--- src/core/ddd_params.svh ---
/*
  Constants for the dynamic digital delay block: channel count, field widths,
  limits and state codes.
  Assumes it is included by its bare name from the package and the core.
*/
`ifndef DDD_PARAMS_SVH
`define DDD_PARAMS_SVH
`define DDD_NCH 4
`define DDD_SEL_W 2
`define DDD_DIV_W 11
`define DDD_DLY_W 10
`define DDD_CNT_W 12
`define DDD_ZERO_W 14
`define DDD_MIN_HALF 11'h009
`define DDD_ZERO_NUM 13'h0010
`define DDD_ZERO_SUB 14'h0017
`define DDD_ST_IDLE 2'h0
`define DDD_ST_WAIT 2'h1
`define DDD_ST_RUN 2'h3
`endif

--- src/core/ddd_pkg.sv ---
/*
  Types of the dynamic digital delay block.
  Assumes ddd_params.svh is on the include path.
*/
`include "ddd_params.svh"
package ddd_pkg;
  typedef struct packed {
    logic sync_en;
    logic [`DDD_DIV_W-1:0] divide;
    logic [`DDD_DLY_W-1:0] ddly;
    logic hs;
  } ddd_chan_cfg_t;

  typedef enum logic [1:0] {
    DDD_IDLE = `DDD_ST_IDLE,
    DDD_WAIT = `DDD_ST_WAIT,
    DDD_RUN = `DDD_ST_RUN
  } ddd_state_t;
endpackage

--- src/core/ddd_core.sv ---
/*
  Dynamic digital delay core: per-channel output dividers that are held off
  and restarted a programmed number of half periods after a qualifying edge.
  Assumes mclk_i ticks once per half period of the distribution-path clock and
  that configuration and resync inputs are synchronous to mclk_i.
*/
// Functional notes
// - unsynchronised outputs keep running; synced ones are forced low at the qualifying edge, which can cut a high phase short
// - one mclk cycle is the smallest step: half a distribution-path period
// - delay is whole-step count minus half when half-step bit is set
// - qualifying reference is the output chosen by qualifying_clock_select
// - same output as reference and target shifts again on each resync
// - zero-offset delay depends only on qualifying divide, usable on any output
// - delays below 4.5 periods are raised to 4.5
// - each 0.5 change of delay above 4.5 moves the output by exactly one step
// - a longer equivalent delay keeps the output off for longer
`include "ddd_params.svh"
module ddd_core
  import ddd_pkg::*;
(
  input wire logic mclk_i,
  input wire logic arst_n_i,
  input wire ddd_chan_cfg_t chan_cfg_i [`DDD_NCH],
  input wire logic [`DDD_SEL_W-1:0] qualifying_clock_select_i,
  input wire logic resync_i,
  output logic [`DDD_NCH-1:0] clk_o,
  output logic [`DDD_NCH-1:0] delay_clamped_o,
  output logic [`DDD_ZERO_W-1:0] zero_delay_half_o,
  output logic busy_o
);

  ddd_state_t state;
  logic [`DDD_CNT_W-1:0] cnt [`DDD_NCH];
  logic [`DDD_DIV_W-1:0] hold_cnt [`DDD_NCH];
  logic [`DDD_NCH-1:0] holding;
  logic [`DDD_NCH-1:0] wrap;
  logic ref_edge;

  function automatic logic [`DDD_DIV_W-1:0] eff_div(input ddd_chan_cfg_t c);
    // a divide of zero would stall the counter, so it acts as one
    eff_div = (c.divide == '0) ? `DDD_DIV_W'(1) : c.divide;
  endfunction

  // delay in half periods: 2*count - half_step, floored at the minimum
  function automatic logic [`DDD_DIV_W-1:0] raw_half(input ddd_chan_cfg_t c);
    // a zero count with the half step would wrap to a huge delay; treat it as zero so the floor applies
    raw_half = (c.ddly == '0) ? '0 : ({c.ddly, 1'b0} - `DDD_DIV_W'(c.hs));
  endfunction

  function automatic logic [`DDD_DIV_W-1:0] half_len(input ddd_chan_cfg_t c);
    half_len = (raw_half(c) < `DDD_MIN_HALF) ? `DDD_MIN_HALF : raw_half(c);
  endfunction

  // ceiling by add-and-divide; the half-period unit doubles every term so no fractions remain
  function automatic logic [`DDD_ZERO_W-1:0] zero_half(input logic [`DDD_DIV_W-1:0] d);
    logic [`DDD_ZERO_W-1:0] q;
    logic [`DDD_ZERO_W-1:0] dz;
    dz = `DDD_ZERO_W'(d);
    q = (`DDD_ZERO_W'(`DDD_ZERO_NUM) + dz - `DDD_ZERO_W'(1)) / dz;
    zero_half = `DDD_ZERO_W'(({q[`DDD_ZERO_W-2:0], 1'b1} * dz)) - `DDD_ZERO_SUB;
  endfunction

  // a held channel shows no phase point, so a relative resync cannot retrigger itself
  always_comb begin
    for (int i = 0; i < `DDD_NCH; i++) begin
      wrap[i] = (cnt[i] == '0) && !holding[i];
    end
  end

  assign ref_edge = wrap[qualifying_clock_select_i];
  assign busy_o = (state != DDD_IDLE);

  // resync requests are only looked at in idle, so a request while busy is dropped
  // resync sequencing: wait for the qualifying edge, then let the hold counters run
  always_ff @(posedge mclk_i or negedge arst_n_i) begin
    if (!arst_n_i) begin
      state <= DDD_IDLE;
    end else begin
      case (state)
        DDD_IDLE: begin
          if (resync_i) begin
            state <= DDD_WAIT;
          end
        end
        DDD_WAIT: begin
          if (ref_edge) begin
            state <= DDD_RUN;
          end
        end
        DDD_RUN: begin
          if (holding == '0) begin
            state <= DDD_IDLE;
          end
        end
        default: state <= DDD_IDLE;
      endcase
    end
  end

  // hold counters; unselected channels are never touched so they run on
  always_ff @(posedge mclk_i or negedge arst_n_i) begin
    if (!arst_n_i) begin
      holding <= '0;
      for (int i = 0; i < `DDD_NCH; i++) begin
        hold_cnt[i] <= '0;
      end
    end else begin
      for (int i = 0; i < `DDD_NCH; i++) begin
        if (state == DDD_WAIT && ref_edge && chan_cfg_i[i].sync_en) begin
          holding[i] <= 1'b1;
          hold_cnt[i] <= half_len(chan_cfg_i[i]) - `DDD_DIV_W'(1);
        end else if (holding[i]) begin
          hold_cnt[i] <= hold_cnt[i] - `DDD_DIV_W'(1);
          if (hold_cnt[i] == `DDD_DIV_W'(1)) begin
            holding[i] <= 1'b0;
          end
        end
      end
    end
  end

  // output dividers, 50% duty in half-period ticks
  always_ff @(posedge mclk_i or negedge arst_n_i) begin
    if (!arst_n_i) begin
      for (int i = 0; i < `DDD_NCH; i++) begin
        cnt[i] <= '0;
      end
    end else begin
      for (int i = 0; i < `DDD_NCH; i++) begin
        if (holding[i]) begin
          cnt[i] <= '0;
        end else if (cnt[i] >= {eff_div(chan_cfg_i[i]), 1'b0} - `DDD_CNT_W'(1)) begin
          cnt[i] <= '0;
        end else begin
          cnt[i] <= cnt[i] + `DDD_CNT_W'(1);
        end
      end
    end
  end

  always_ff @(posedge mclk_i or negedge arst_n_i) begin
    if (!arst_n_i) begin
      clk_o <= '0;
      delay_clamped_o <= '0;
    end else begin
      for (int i = 0; i < `DDD_NCH; i++) begin
        // the held channel stays low, so the delay shows as extra off time
        clk_o[i] <= !holding[i] && (cnt[i] < `DDD_CNT_W'(eff_div(chan_cfg_i[i])));
        delay_clamped_o[i] <= raw_half(chan_cfg_i[i]) < `DDD_MIN_HALF;
      end
    end
  end

  always_ff @(posedge mclk_i or negedge arst_n_i) begin
    if (!arst_n_i) begin
      zero_delay_half_o <= '0;
    end else begin
      zero_delay_half_o <= zero_half(eff_div(chan_cfg_i[qualifying_clock_select_i]));
    end
  end

  for (genvar g = 0; g < `DDD_NCH; g++) begin : g_chk

  end
endmodule // ddd_core

--- config.mk ---
export PLATFORM = sky130hd
export DESIGN_NAME = ddd_core
export DESIGN_NICKNAME = d
export VERILOG_FILES = /design/src/core/ddd_pkg.sv /design/src/core/ddd_core.sv
export VERILOG_INCLUDE_DIRS = /design/src /design/src/core
export SDC_FILE = /design/constraint.sdc
export NUM_CORES = 1
export LEC_CHECK = 0
export ABC_AREA = 1
export BUFFER_PORTS_ARGS = -buffer_cell sky130_fd_sc_hd__buf_2
export CORE_ASPECT_RATIO = 0.7
export CORE_MARGIN = 1.5
export CORE_UTILIZATION = 30
export CTS_CLUSTER_SIZE = 28
export DETAILED_ROUTE_END_ITERATION = 10
export PLACE_DENSITY_LB_ADDON = 0.3
export RECOVER_POWER = 25
export SLEW_MARGIN = 20
export SYNTH_ARGS = -nofsm -noshare
export SYNTH_HDL_FRONTEND = slang
export SYNTH_SLANG_ARGS = --single-unit
--- constraint.sdc ---
create_clock -name mclk_i -period 2.6 [get_ports mclk_i]
set_input_delay 0.39 -clock mclk_i [delete_from_list [all_inputs] [get_ports mclk_i]]
set_output_delay 0.39 -clock mclk_i [all_outputs]
set_load 0.005 [all_outputs]
==> results of run 1 <==
## worst min-delay path, delay by kind of cell
family / cells / cell delay, ps
buffers and inverters: 2 / 120
AND/OR/NAND/NOR: 1 / 110
AO/OA/AOI/OAI: 1 / 80
## area by class of cell
type	instances	area (um^2)	area share, %
Sequential cell	120	3003	9.719
Timing Repair Buffer	1082	8328	26.95
Inverter	468	1829	5.920
Clock inverter	15	214.0	0.6924
Tap cell	808	1011	3.272
Multi-Input combinational cell	2055	16050	51.96
Clock buffer	17	425.4	1.377
Timing Repair inverter	4	33.78	0.1093
## how the worst max path moves through the flow
stage | from | slack (ps) | depth (start not counted) | to
3_3_place_gp | qualifying_clock_select_i[0] | -22520 | 187 | zero_delay_half_o[13]
2_1_floorplan | qualifying_clock_select_i[0] | -22760 | 200 | zero_delay_half_o[13]
3_5_place_dp | qualifying_clock_select_i[0] | -23310 | 196 | zero_delay_half_o[13]
6_report | qualifying_clock_select_i[0] | -22120 | 192 | zero_delay_half_o[13]
5_1_grt | qualifying_clock_select_i[0] | -23670 | 196 | zero_delay_half_o[13]
4_1_cts | qualifying_clock_select_i[0] | -21310 | 194 | zero_delay_half_o[13]
## stage by stage
step | worst slack (ps) | instances | setup TNS (ps) | utilization, % | hold slack [ps]
after floorplan | -22760 | 2686 | -294860 | - | 94.41
after global placement | -22520 | 4294 | -352670 | 43.47 | 387.6
after detailed placement | -23310 | 4294 | -364320 | 43.47 | 398.7
after CTS | -21310 | 4507 | -276830 | 48.50 | 251.2
after global routing | -23670 | 4569 | -323680 | 51.21 | 326.2
final | -22120 | 4569 | -290750 | 51.21 | 286.3
## placed cells by master (no fill, tap or decap), types with 9 or more instances in the layout
cell,instances
a211oi_2,9
a21o_1,10
a21oi_1,93
a21oi_2,33
a31oi_1,21
buf_12,14
buf_2,94
buf_4,920
buf_6,46
clkbuf_16,18
dfrtp_1,120
fa_1,57
ha_1,196
ha_4,42
inv_1,374
inv_2,68
inv_4,13
nand2_1,394
nand2_2,89
nand2_4,38
nand3_1,88
nand3_2,31
nand3_4,15
nand4_1,39
nor2_1,241
nor2_2,37
nor2_4,36
nor3_1,29
nor3_2,27
nor3_4,14
nor4_1,17
o211ai_1,17
o21a_1,21
o21ai_0,76
o21ai_1,36
o21ai_2,24
o221ai_1,10
or2_2,21
xnor2_1,39
xor2_1,132
## metal layers
metal	vias up	global-route usage (%)
met5	-	0
met4	0	2.699
met3	35	4.545
met2	454	30.33
met1	9827	31.58
li1	10940	-
## registers in the layout, summed over array words and instances (netlist names)
signal             cells
hold_cnt              44
delay_clamped_o        4
zero_delay_half_o     14
holding                4
state                  2
cnt                   48
clk_o                  4
## what timing repair did
action / 4_1_cts / 5_1_grt
endpoints found under the hold margin: 48 / 0
endpoints found under the setup margin: 109 / 106
resized for setup: 259 / 274
pin swaps: 176 / 193
hold buffers: 1 / 0
cloned: 7 / 1
buffers inserted: 174 / 62
## power breakdown
| part | switching [mW] | internal, mW | total (mW) |
|---|---|---|---|
| clock | 1.03 | 1.62 | 2.66 |
| sequential | 0.388 | 2.72 | 3.11 |
| combinational | 19.3 | 20.5 | 39.7 |
## kinds of logic (layout without fill, tap and decap cells)
group | count (synthesis) | after routing | synth area share (%)
simple gates | 1152 | 1152 | 27.70
buf+inv | 511 | 1586 | 10.70
compound gates | 419 | 419 | 13.49
fa+ha+maj | 307 | 307 | 23.36
xor+xnor | 176 | 176 | 8.436
flops | 120 | 120 | 16.29
other cells | 1 | 1 | 0.02034
==> flow_metrics.py, run 1 <==
metrics = {
    "outcome": {
        "status": "finished with violations",
        "failed_checks": "max-capacitance violations, max-slew violations, negative setup slack",
    },
    "route": {
        "drt-total-wl_um": 67130,
        "wl_met3_um": 3755,
        "drc_errors": 0,
        "wl_per_cell_um": 14.69,
        "dr.max_layer_used": "met4",
        "firstDrtPassIters": 5,
        "dr_wl_met2_um": 28040,
        "ant_nets": 0,
        "routed_via_density": 4.652,
        "drt-met1-wl_um": 34770,
        "vias": 21250,
        "drt_iter0_drc": 1545,
    },
    "clock_tree": {
        "h-tree-depth": 4,
        "cts_tree": "done",
        "ctsRootBufferMaster": "clkbuf_16",
        "worstSkewPairLatency_ps": 460,
        "clock_path_buffers": 2,
        "numCtsBuffers": 17,
        "clk_pin_slew_ps": 70,
        "cts_sinks": 120,
    },
    "global_route": {
        "gr-total-overflow": 0,
        "antenna_found_initial": 1,
        "grt_pass1_wl_um": 104900,
        "track_usage_pct": 20.79,
        "grt_max_degree": 52,
        "grt_pass1_vias": 20300,
    },
    "timing": {
        "rsz0062_at_grt": "true",
        "finClkSkew_ps": 9.488,
        "finalSetupViolations": 75,
        "period_share_pct": 950.9,
        "hold_violations": 0,
        "max_freq_mhz": 40.45,
        "fin_crit_ps": 24720,
        "max_slew_margin_pct": -2.131,
        "setup_slack_ps": -22120,
        "worst_pin_slew_ps": 1532,
        "report.final.slew_viol_count": 51,
    },
    "power": {
        "p_leak_nw": 15.71,
        "power_mw": 45.51,
        "max-vdd-ir-drop_uv": 4226,
        "p_per_area_mw_per_mm2": 1473,
    },
    "setup_path": {
        "path_buf_inv": 35,
        "reg2reg_to": "cnt[26]",
        "cp.arrival_ps": 25070,
        "r2r-start": "cnt[27]",
        "setup.worst_path.start_class": "input pin",
        "required_ps": 2950,
        "r2r_slack_ps": -200,
        "crit_slowest_cell": "fa_1",
        "reg2reg_depth": 16,
        "cp_common_cell": "nand2_2",
        "critPathKind": "in2reg",
        "cp_max_fo": 7,
        "cpPeakStageDelay_ps": 550,
        "cp_top_family": "simple AND/OR/NAND/NOR gates",
        "critPathCaptureType": "register",
    },
    "synth": {
        "yosys-top-cells-count": "nand2_1 (494), inv_1 (442), nor2_1 (310), ha_1 (245), xor2_1 (133)",
        "synth-edff-count": 0,
        "async_flop_share_pct": 100.0,
        "synthFlopType": "dfrtp_1",
        "syn_nets": 3090,
        "synth_area_leader_cell": "ha_1",
        "synth_warnings": 0,
        "ys_seq_area_share_pct": 16.29,
        "synthDistinctLibCells": 65,
        "synth.area.top_cells": "ha_1 (17%), dfrtp_1 (16%), nand2_1 (10%)",
        "synth_area_per_cell_um2": 6.863,
        "syn_inst": 2686,
        "synth.most_common_cell": "nand2_1",
        "synth-seq-cells": 120,
        "netlist_area_mm2": 0.01844,
        "synth_top_area_share_pct": 16.63,
    },
    "finish": {
        "n_fill_cell": 5599,
        "drive_above_1_share_pct": 44.91,
        "fin_nets": 4152,
        "final_area_mm2": 0.03090,
        "area_growth_syn_to_layout_pct": 67.61,
        "diodes": 0,
    },
    "floorplan": {
        "die_h_um": 210.4,
        "rows": 75,
        "num_io_pins": 120,
        "die_w_um": 299.3,
        "initial_core_util_pct": 30.55,
        "dieArea_mm2": 0.06297,
        "core_area_mm2": 0.06034,
    },
    "hold_path": {
        "hold_start": "resync_i",
        "hold_path_class": "in2reg",
        "min_to": "state[0]",
        "min_path_cells": 4,
    },
    "placed_design": {
        "globalplace.congestion": 0.9272,
        "hpwl_um": 50590,
        "placed_area_mm2": 0.02623,
        "port_buffers": 119,
    },
    "run": {
        "maxCapViolCount": 1,
    },
}
Note: power is estimated with default switching activity, not from simulation.
==> inputs of run 2 (changes only) <==
--- a/config.mk
+++ b/config.mk
@@ -13,7 +13,7 @@
 export CORE_UTILIZATION = 30
 export CTS_CLUSTER_SIZE = 28
 export DETAILED_ROUTE_END_ITERATION = 10
-export PLACE_DENSITY_LB_ADDON = 0.3
+export PLACE_DENSITY_LB_ADDON = 0.25
 export RECOVER_POWER = 25
 export SLEW_MARGIN = 20
 export SYNTH_ARGS = -nofsm -noshare
==> constraint.sdc (replaced) <==
create_clock -name mclk_i -period 21.8 [get_ports mclk_i]
set_input_delay 3.27 -clock mclk_i [delete_from_list [all_inputs] [get_ports mclk_i]]
set_output_delay 3.27 -clock mclk_i [all_outputs]
set_load 0.005 [all_outputs]
==> run 2 against run 1 <==
Against the previous run: flip-flop and latch count unchanged; the run still ends with max-capacitance violations, max-slew violations, negative setup slack left; die area stayed put; power decreased by 89%; sequential share of layout area is 2.1 points higher; highest routed layer is now met5.
==> flow_metrics.py, run 2 (same netlist as run 1, synthesis figures left out) <==
metrics = {
    "placed_design": {
        "pre_cts_slack_ps": -6987,
        "dpl.cell_count": 3965,
        "hpwl_um": 47050,
        "port_buffers": 119,
        "globalplace.congestion": 0.9063,
        "placed_area_mm2": 0.02330,
    },
    "finish": {
        "fin_nets": 3644,
        "mostFrequentLayoutCells": "buf_4 (441), nand2_1 (431), inv_1 (416)",
        "drive_above_1_share_pct": 28.44,
        "top_regs": "cnt x48, hold_cnt x44, zero_delay_half_o x14",
        "top_register": "cnt",
        "final_area_mm2": 0.02540,
        "diodes": 0,
        "largest_reg_flops": 48,
        "area_growth_syn_to_layout_pct": 37.76,
        "fin_cells": 4061,
        "utilization_pct": 42.09,
        "final_common_cell": "buf_4",
    },
    "setup_path": {
        "critPathCaptureType": "register",
        "crit_slowest_cell": "fa_2",
        "cp_common_cell": "nand2_2",
        "setup.worst_path.start_class": "input pin",
        "cp_max_fo": 8,
        "reg2reg_to": "hold_cnt[8]",
        "reg2reg_depth": 15,
        "r2r-start": "holding[2]",
        "r2r_slack_ps": 17810,
        "required_ps": 22160,
        "cp.arrival_ps": 27770,
        "cpPeakStageDelay_ps": 570,
        "critPathKind": "in2reg",
    },
    "timing": {
        "finalHoldWorstSlack_ps": 519.9,
        "hold_violations": 0,
        "rsz0062_at_grt": "true",
        "finalSetupViolations": 13,
        "max_slew_margin_pct": -234.9,
        "max_freq_mhz": 36.49,
        "finClkSkew_ps": 13.16,
        "report.final.slew_viol_count": 76,
        "period_share_pct": 125.7,
        "setup_slack_ps": -5607,
        "fin_crit_ps": 27410,
        "worst_pin_slew_ps": 5024,
        "setup_tns_ps": -53210,
    },
    "clock_tree": {
        "h-tree-depth": 4,
        "ctsRootBufferMaster": "clkbuf_16",
        "hold_buffers": 0,
        "numCtsBuffers": 17,
        "cts_sinks": 120,
        "worstSkewPairLatency_ps": 460,
        "clk_pin_slew_ps": 70,
        "cts_tree": "done",
        "clock_path_buffers": 2,
    },
    "route": {
        "drt_iter0_drc": 1051,
        "routed_via_density": 4.656,
        "drc_errors": 0,
        "ant_nets": 0,
        "wl_per_cell_um": 14.69,
        "drt-total-wl_um": 59650,
        "firstDrtPassIters": 5,
        "vias": 18910,
    },
    "run": {
        "maxCapViolCount": 1,
    },
    "power": {
        "p_leak_nw": 12.97,
        "power.share.sequential_pct": 7.5,
        "switching_share_pct": 46.33,
        "max-vdd-ir-drop_uv": 418.1,
        "p_clk_share_pct": 6.2,
        "p_int_mw": 2.709,
        "p_per_area_mw_per_mm2": 198.8,
        "power_mw": 5.048,
        "power_frac_comb_pct": 86.3,
        "p_sw_mw": 2.339,
    },
    "hold_path": {
        "hold_start": "cnt[12]",
        "min_path_cells": 1,
        "hold_path_class": "reg2reg",
        "min_to": "cnt[12]",
    },
    "global_route": {
        "gr-total-overflow": 0,
        "grt_pass1_vias": 17380,
        "grt_pass1_wl_um": 93900,
        "antenna_found_initial": 3,
        "track_usage_pct": 18.79,
        "grt_max_degree": 76,
    },
    "floorplan": {
        "core_area_mm2": 0.06034,
        "die_w_um": 299.3,
        "die_h_um": 210.4,
        "num_io_pins": 120,
        "dieArea_mm2": 0.06297,
        "rows": 75,
        "initial_core_util_pct": 30.55,
    },
    "outcome": {
        "status": "finished with violations",
        "failed_checks": "max-capacitance violations, max-slew violations, negative setup slack",
    },
}
run 2: how the worst max path moves through the flow:
stage                            startpoint               endpoint  slack (ps)  depth (start not counted)
6_report       qualifying_clock_select_i[0]  zero_delay_half_o[13]       -5610                        194
5_1_grt        qualifying_clock_select_i[0]  zero_delay_half_o[13]       -7530                        192
4_1_cts        qualifying_clock_select_i[0]  zero_delay_half_o[13]       -5700                        196
3_5_place_dp   qualifying_clock_select_i[0]  zero_delay_half_o[13]       -6990                        195
3_3_place_gp   qualifying_clock_select_i[0]  zero_delay_half_o[13]       -6440                        195
2_1_floorplan  qualifying_clock_select_i[0]  zero_delay_half_o[13]       -6440                        200
run 2: what timing repair did:
item	4_1_cts	5_1_grt
setup endpoints to repair	13	13
buffers inserted	9	50
resized for setup	19	202
pin swaps	25	183
gates cloned	0	5
run 2: per-layer routing:
layer / GRT usage (%) / vias to the layer above / routed length (um) / part of all wire, %
li1: - / 9891 / - / -
met1: 30.33 / 8593 / 33210 / 56
met2: 25.65 / 378 / 22910 / 38
met3: 3.360 / 40 / 3017 / 5.1
met4: 2.612 / 4 / 479 / 0.80
met5: 0 / - / 21 / 0.035
run 2: layout make-up:
type / instances / area, um^2
inverters: 468 / 1807
fillers: 6178 / 34940
well taps: 808 / 1011
clock inverters: 15 / 192.7
repair buffers: 576 / 4159
flip-flops and latches: 120 / 3003
clock buffers: 17 / 425.4
multi-input cells: 2055 / 14790
repair inverters: 2 / 13.76
run 2: worst max-delay path: cells and delay by family:
family,cells,cell delay (ps)
compound gates,56,8100
simple gates,84,7130
fa+ha+maj,18,5720
buf+inv,31,2560
xor+xnor,5,930
run 2: power by group through the flow:
stage	combinational (mW)	clock, mW	sequential (mW)
floorplan	2.65	0	0.370
global placement	3.92	0	0.385
detailed placement	3.93	0	0.382
CTS	3.99	0.322	0.380
global route	4.93	0.329	0.389
finish	4.36	0.312	0.380
==> inputs of run 3 (changes only) <==
--- a/config.mk
+++ b/config.mk
@@ -15,6 +15,7 @@
 export DETAILED_ROUTE_END_ITERATION = 10
 export PLACE_DENSITY_LB_ADDON = 0.25
 export RECOVER_POWER = 25
+export REMOVE_ABC_BUFFERS = 1
 export SLEW_MARGIN = 20
 export SYNTH_ARGS = -nofsm -noshare
 export SYNTH_HDL_FRONTEND = slang
==> run 3 against run 2 <==
Against the previous run: the flow still finishes with violations (max-capacitance violations, max-slew violations, negative setup slack); non-clock buffer count increased by 149; clock skew up 3.8 ps; via count rose by 4.8%; final area increased by 4.0%; final cell count is 3.7% higher; critical path type unchanged; highest routed layer unchanged.
==> flow_metrics.py, run 3 (same netlist as run 1, synthesis figures left out) <==
metrics = {
    "clock_tree": {
        "ctsRootBufferMaster": "clkbuf_16",
        "worstSkewPairLatency_ps": 450,
        "cts_sinks": 120,
        "h-tree-depth": 4,
        "clk_pin_slew_ps": 70,
        "hold_buffers": 0,
        "numCtsBuffers": 17,
        "cts_tree": "done",
        "clock_path_buffers": 2,
    },
    "setup_path": {
        "setup.worst_path.start_class": "input pin",
        "critPathKind": "in2reg",
        "cpPeakStageDelay_ps": 570,
        "cp_max_fo": 8,
        "critPathCaptureType": "register",
        "cp_common_cell": "buf_4",
        "required_ps": 22150,
        "cp.arrival_ps": 27710,
        "crit_slowest_cell": "fa_2",
    },
    "global_route": {
        "use_met1_pct": 31.02,
        "grt_pass1_wl_um": 99550,
        "grt_util_met2_pct": 27.64,
        "met3_usage_pct": 2.917,
        "gr-total-overflow": 0,
        "busiest_layer": "met1",
        "grt_max_degree": 65,
        "antenna_found_initial": 4,
        "track_usage_pct": 19.64,
        "grt_pass1_vias": 18840,
    },
    "timing": {
        "finalSetupViolations": 13,
        "finClkSkew_ps": 16.92,
        "report.final.slew_viol_count": 65,
        "rsz0062_at_grt": "true",
        "fin_crit_ps": 27360,
        "hold_violations": 0,
        "max_freq_mhz": 36.55,
        "period_share_pct": 125.5,
        "setup_slack_ps": -5558,
        "finalHoldWorstSlack_ps": 530.6,
        "worst_pin_slew_ps": 4059,
        "max_slew_margin_pct": -170.6,
    },
    "run": {
        "maxCapViolCount": 1,
    },
    "hold_path": {
        "hold_path_class": "reg2reg",
    },
    "route": {
        "ant_nets": 0,
        "routed_via_density": 4.705,
        "firstDrtPassIters": 5,
        "drc_errors": 0,
        "drt_iter0_drc": 1337,
        "drt-total-wl_um": 62540,
        "wl_per_cell_um": 14.85,
        "vias": 19810,
    },
    "placed_design": {
        "port_buffers": 119,
        "placed_area_mm2": 0.02277,
        "globalplace.congestion": 0.8891,
        "hpwl_um": 46670,
    },
    "power": {
        "p_leak_nw": 13.66,
        "p_per_area_mw_per_mm2": 199.2,
        "max-vdd-ir-drop_uv": 373.6,
    },
    "finish": {
        "mostFrequentLayoutCells": "buf_4 (583), nand2_1 (429), inv_1 (413)",
        "n_fill_cell": 6049,
        "top_register": "cnt",
        "area_growth_syn_to_layout_pct": 43.29,
        "final_area_mm2": 0.02642,
        "drive_above_1_share_pct": 31.78,
        "fin_nets": 3793,
        "largest_reg_flops": 48,
        "top_regs": "cnt x48, hold_cnt x44, zero_delay_half_o x14",
        "final_common_cell": "buf_4",
    },
    "floorplan": {
        "dieArea_mm2": 0.06297,
        "rows": 75,
        "die_w_um": 299.3,
        "initial_core_util_pct": 30.55,
        "num_io_pins": 120,
        "die_h_um": 210.4,
        "core_area_mm2": 0.06034,
    },
    "outcome": {
        "status": "finished with violations",
        "failed_checks": "max-capacitance violations, max-slew violations, negative setup slack",
    },
}
-- run 3: critical path: cells and delay by family --
family | cells | cell delay (ps)
AO/OA/AOI/OAI | 38 | 5050
XOR/XNOR | 7 | 1210
adder cells (fa/ha/maj) | 19 | 5830
buffers and inverters | 54 | 5490
AND/OR/NAND/NOR | 78 | 6820
-- run 3: per-layer routing --
layer	share of wire (%)	vias to the layer above
li1	-	10180
met1	54	9108
met2	39	454
met3	4.9	68
met4	1.5	6
met5	0.072	-
-- run 3: path summary, 6_finish.rpt --
kind / from / end / slack, ps / depth (start not counted)
worst max-delay path: qualifying_clock_select_i[0] / zero_delay_half_o[13] / -5560 / 196
worst min-delay path: cnt[24] / cnt[24] / 530 / 1
worst max register to register: holding[2] / hold_cnt[8] / 17850 / 15
worst min register to register: cnt[24] / cnt[24] / 530 / 1
max in group asynchronous: arst_n_i / hold_cnt[7] / 15130 / 2
min in group asynchronous: arst_n_i / zero_delay_half_o[0] / 4250 / 1
-- run 3: what timing repair did --
item,in CTS,in global routing
cloned,5,0
pin swaps,136,168
resized for setup,195,151
setup buffers,182,36
hold endpoints to repair,0,0
setup endpoints to repair,13,13
-- run 3: area by class of cell --
class                      instances  area [um^2]  area share (%)
tap                              808         1011           3.827
clock inverter                    15        141.4          0.5352
multi-input combinational       2056        14690           55.61
timing repair inverter             1        7.507         0.02842
antenna                            1        2.502        0.009473
clock buffer                      17        425.4           1.610
sequential                       120         3003           11.37
inverter                         468         1802           6.821
timing repair buffer             725         5334           20.19
-- run 3: stage by stage --
stage	setup WS [ps]	setup TNS, ps	utilization (%)	std cells	total power, mW
3_3_place_gp	-6839	-66290	37.73	3959	3.921
4_1_cts	-5069	-48130	42.37	4177	4.977
5_1_grt	-7151	-71970	43.78	4211	5.875
3_5_place_dp	-7553	-75990	37.73	3959	3.906
2_1_floorplan	-8724	-90750	-	2643	2.617
6_report	-5558	-54280	43.78	4211	5.261
-- run 3: report_power, final --
part | switching [mW] | internal [mW]
Sequential | 0.0508 | 0.328
Clock | 0.128 | 0.159
Combinational | 2.20 | 2.40
Total | 2.38 | 2.88
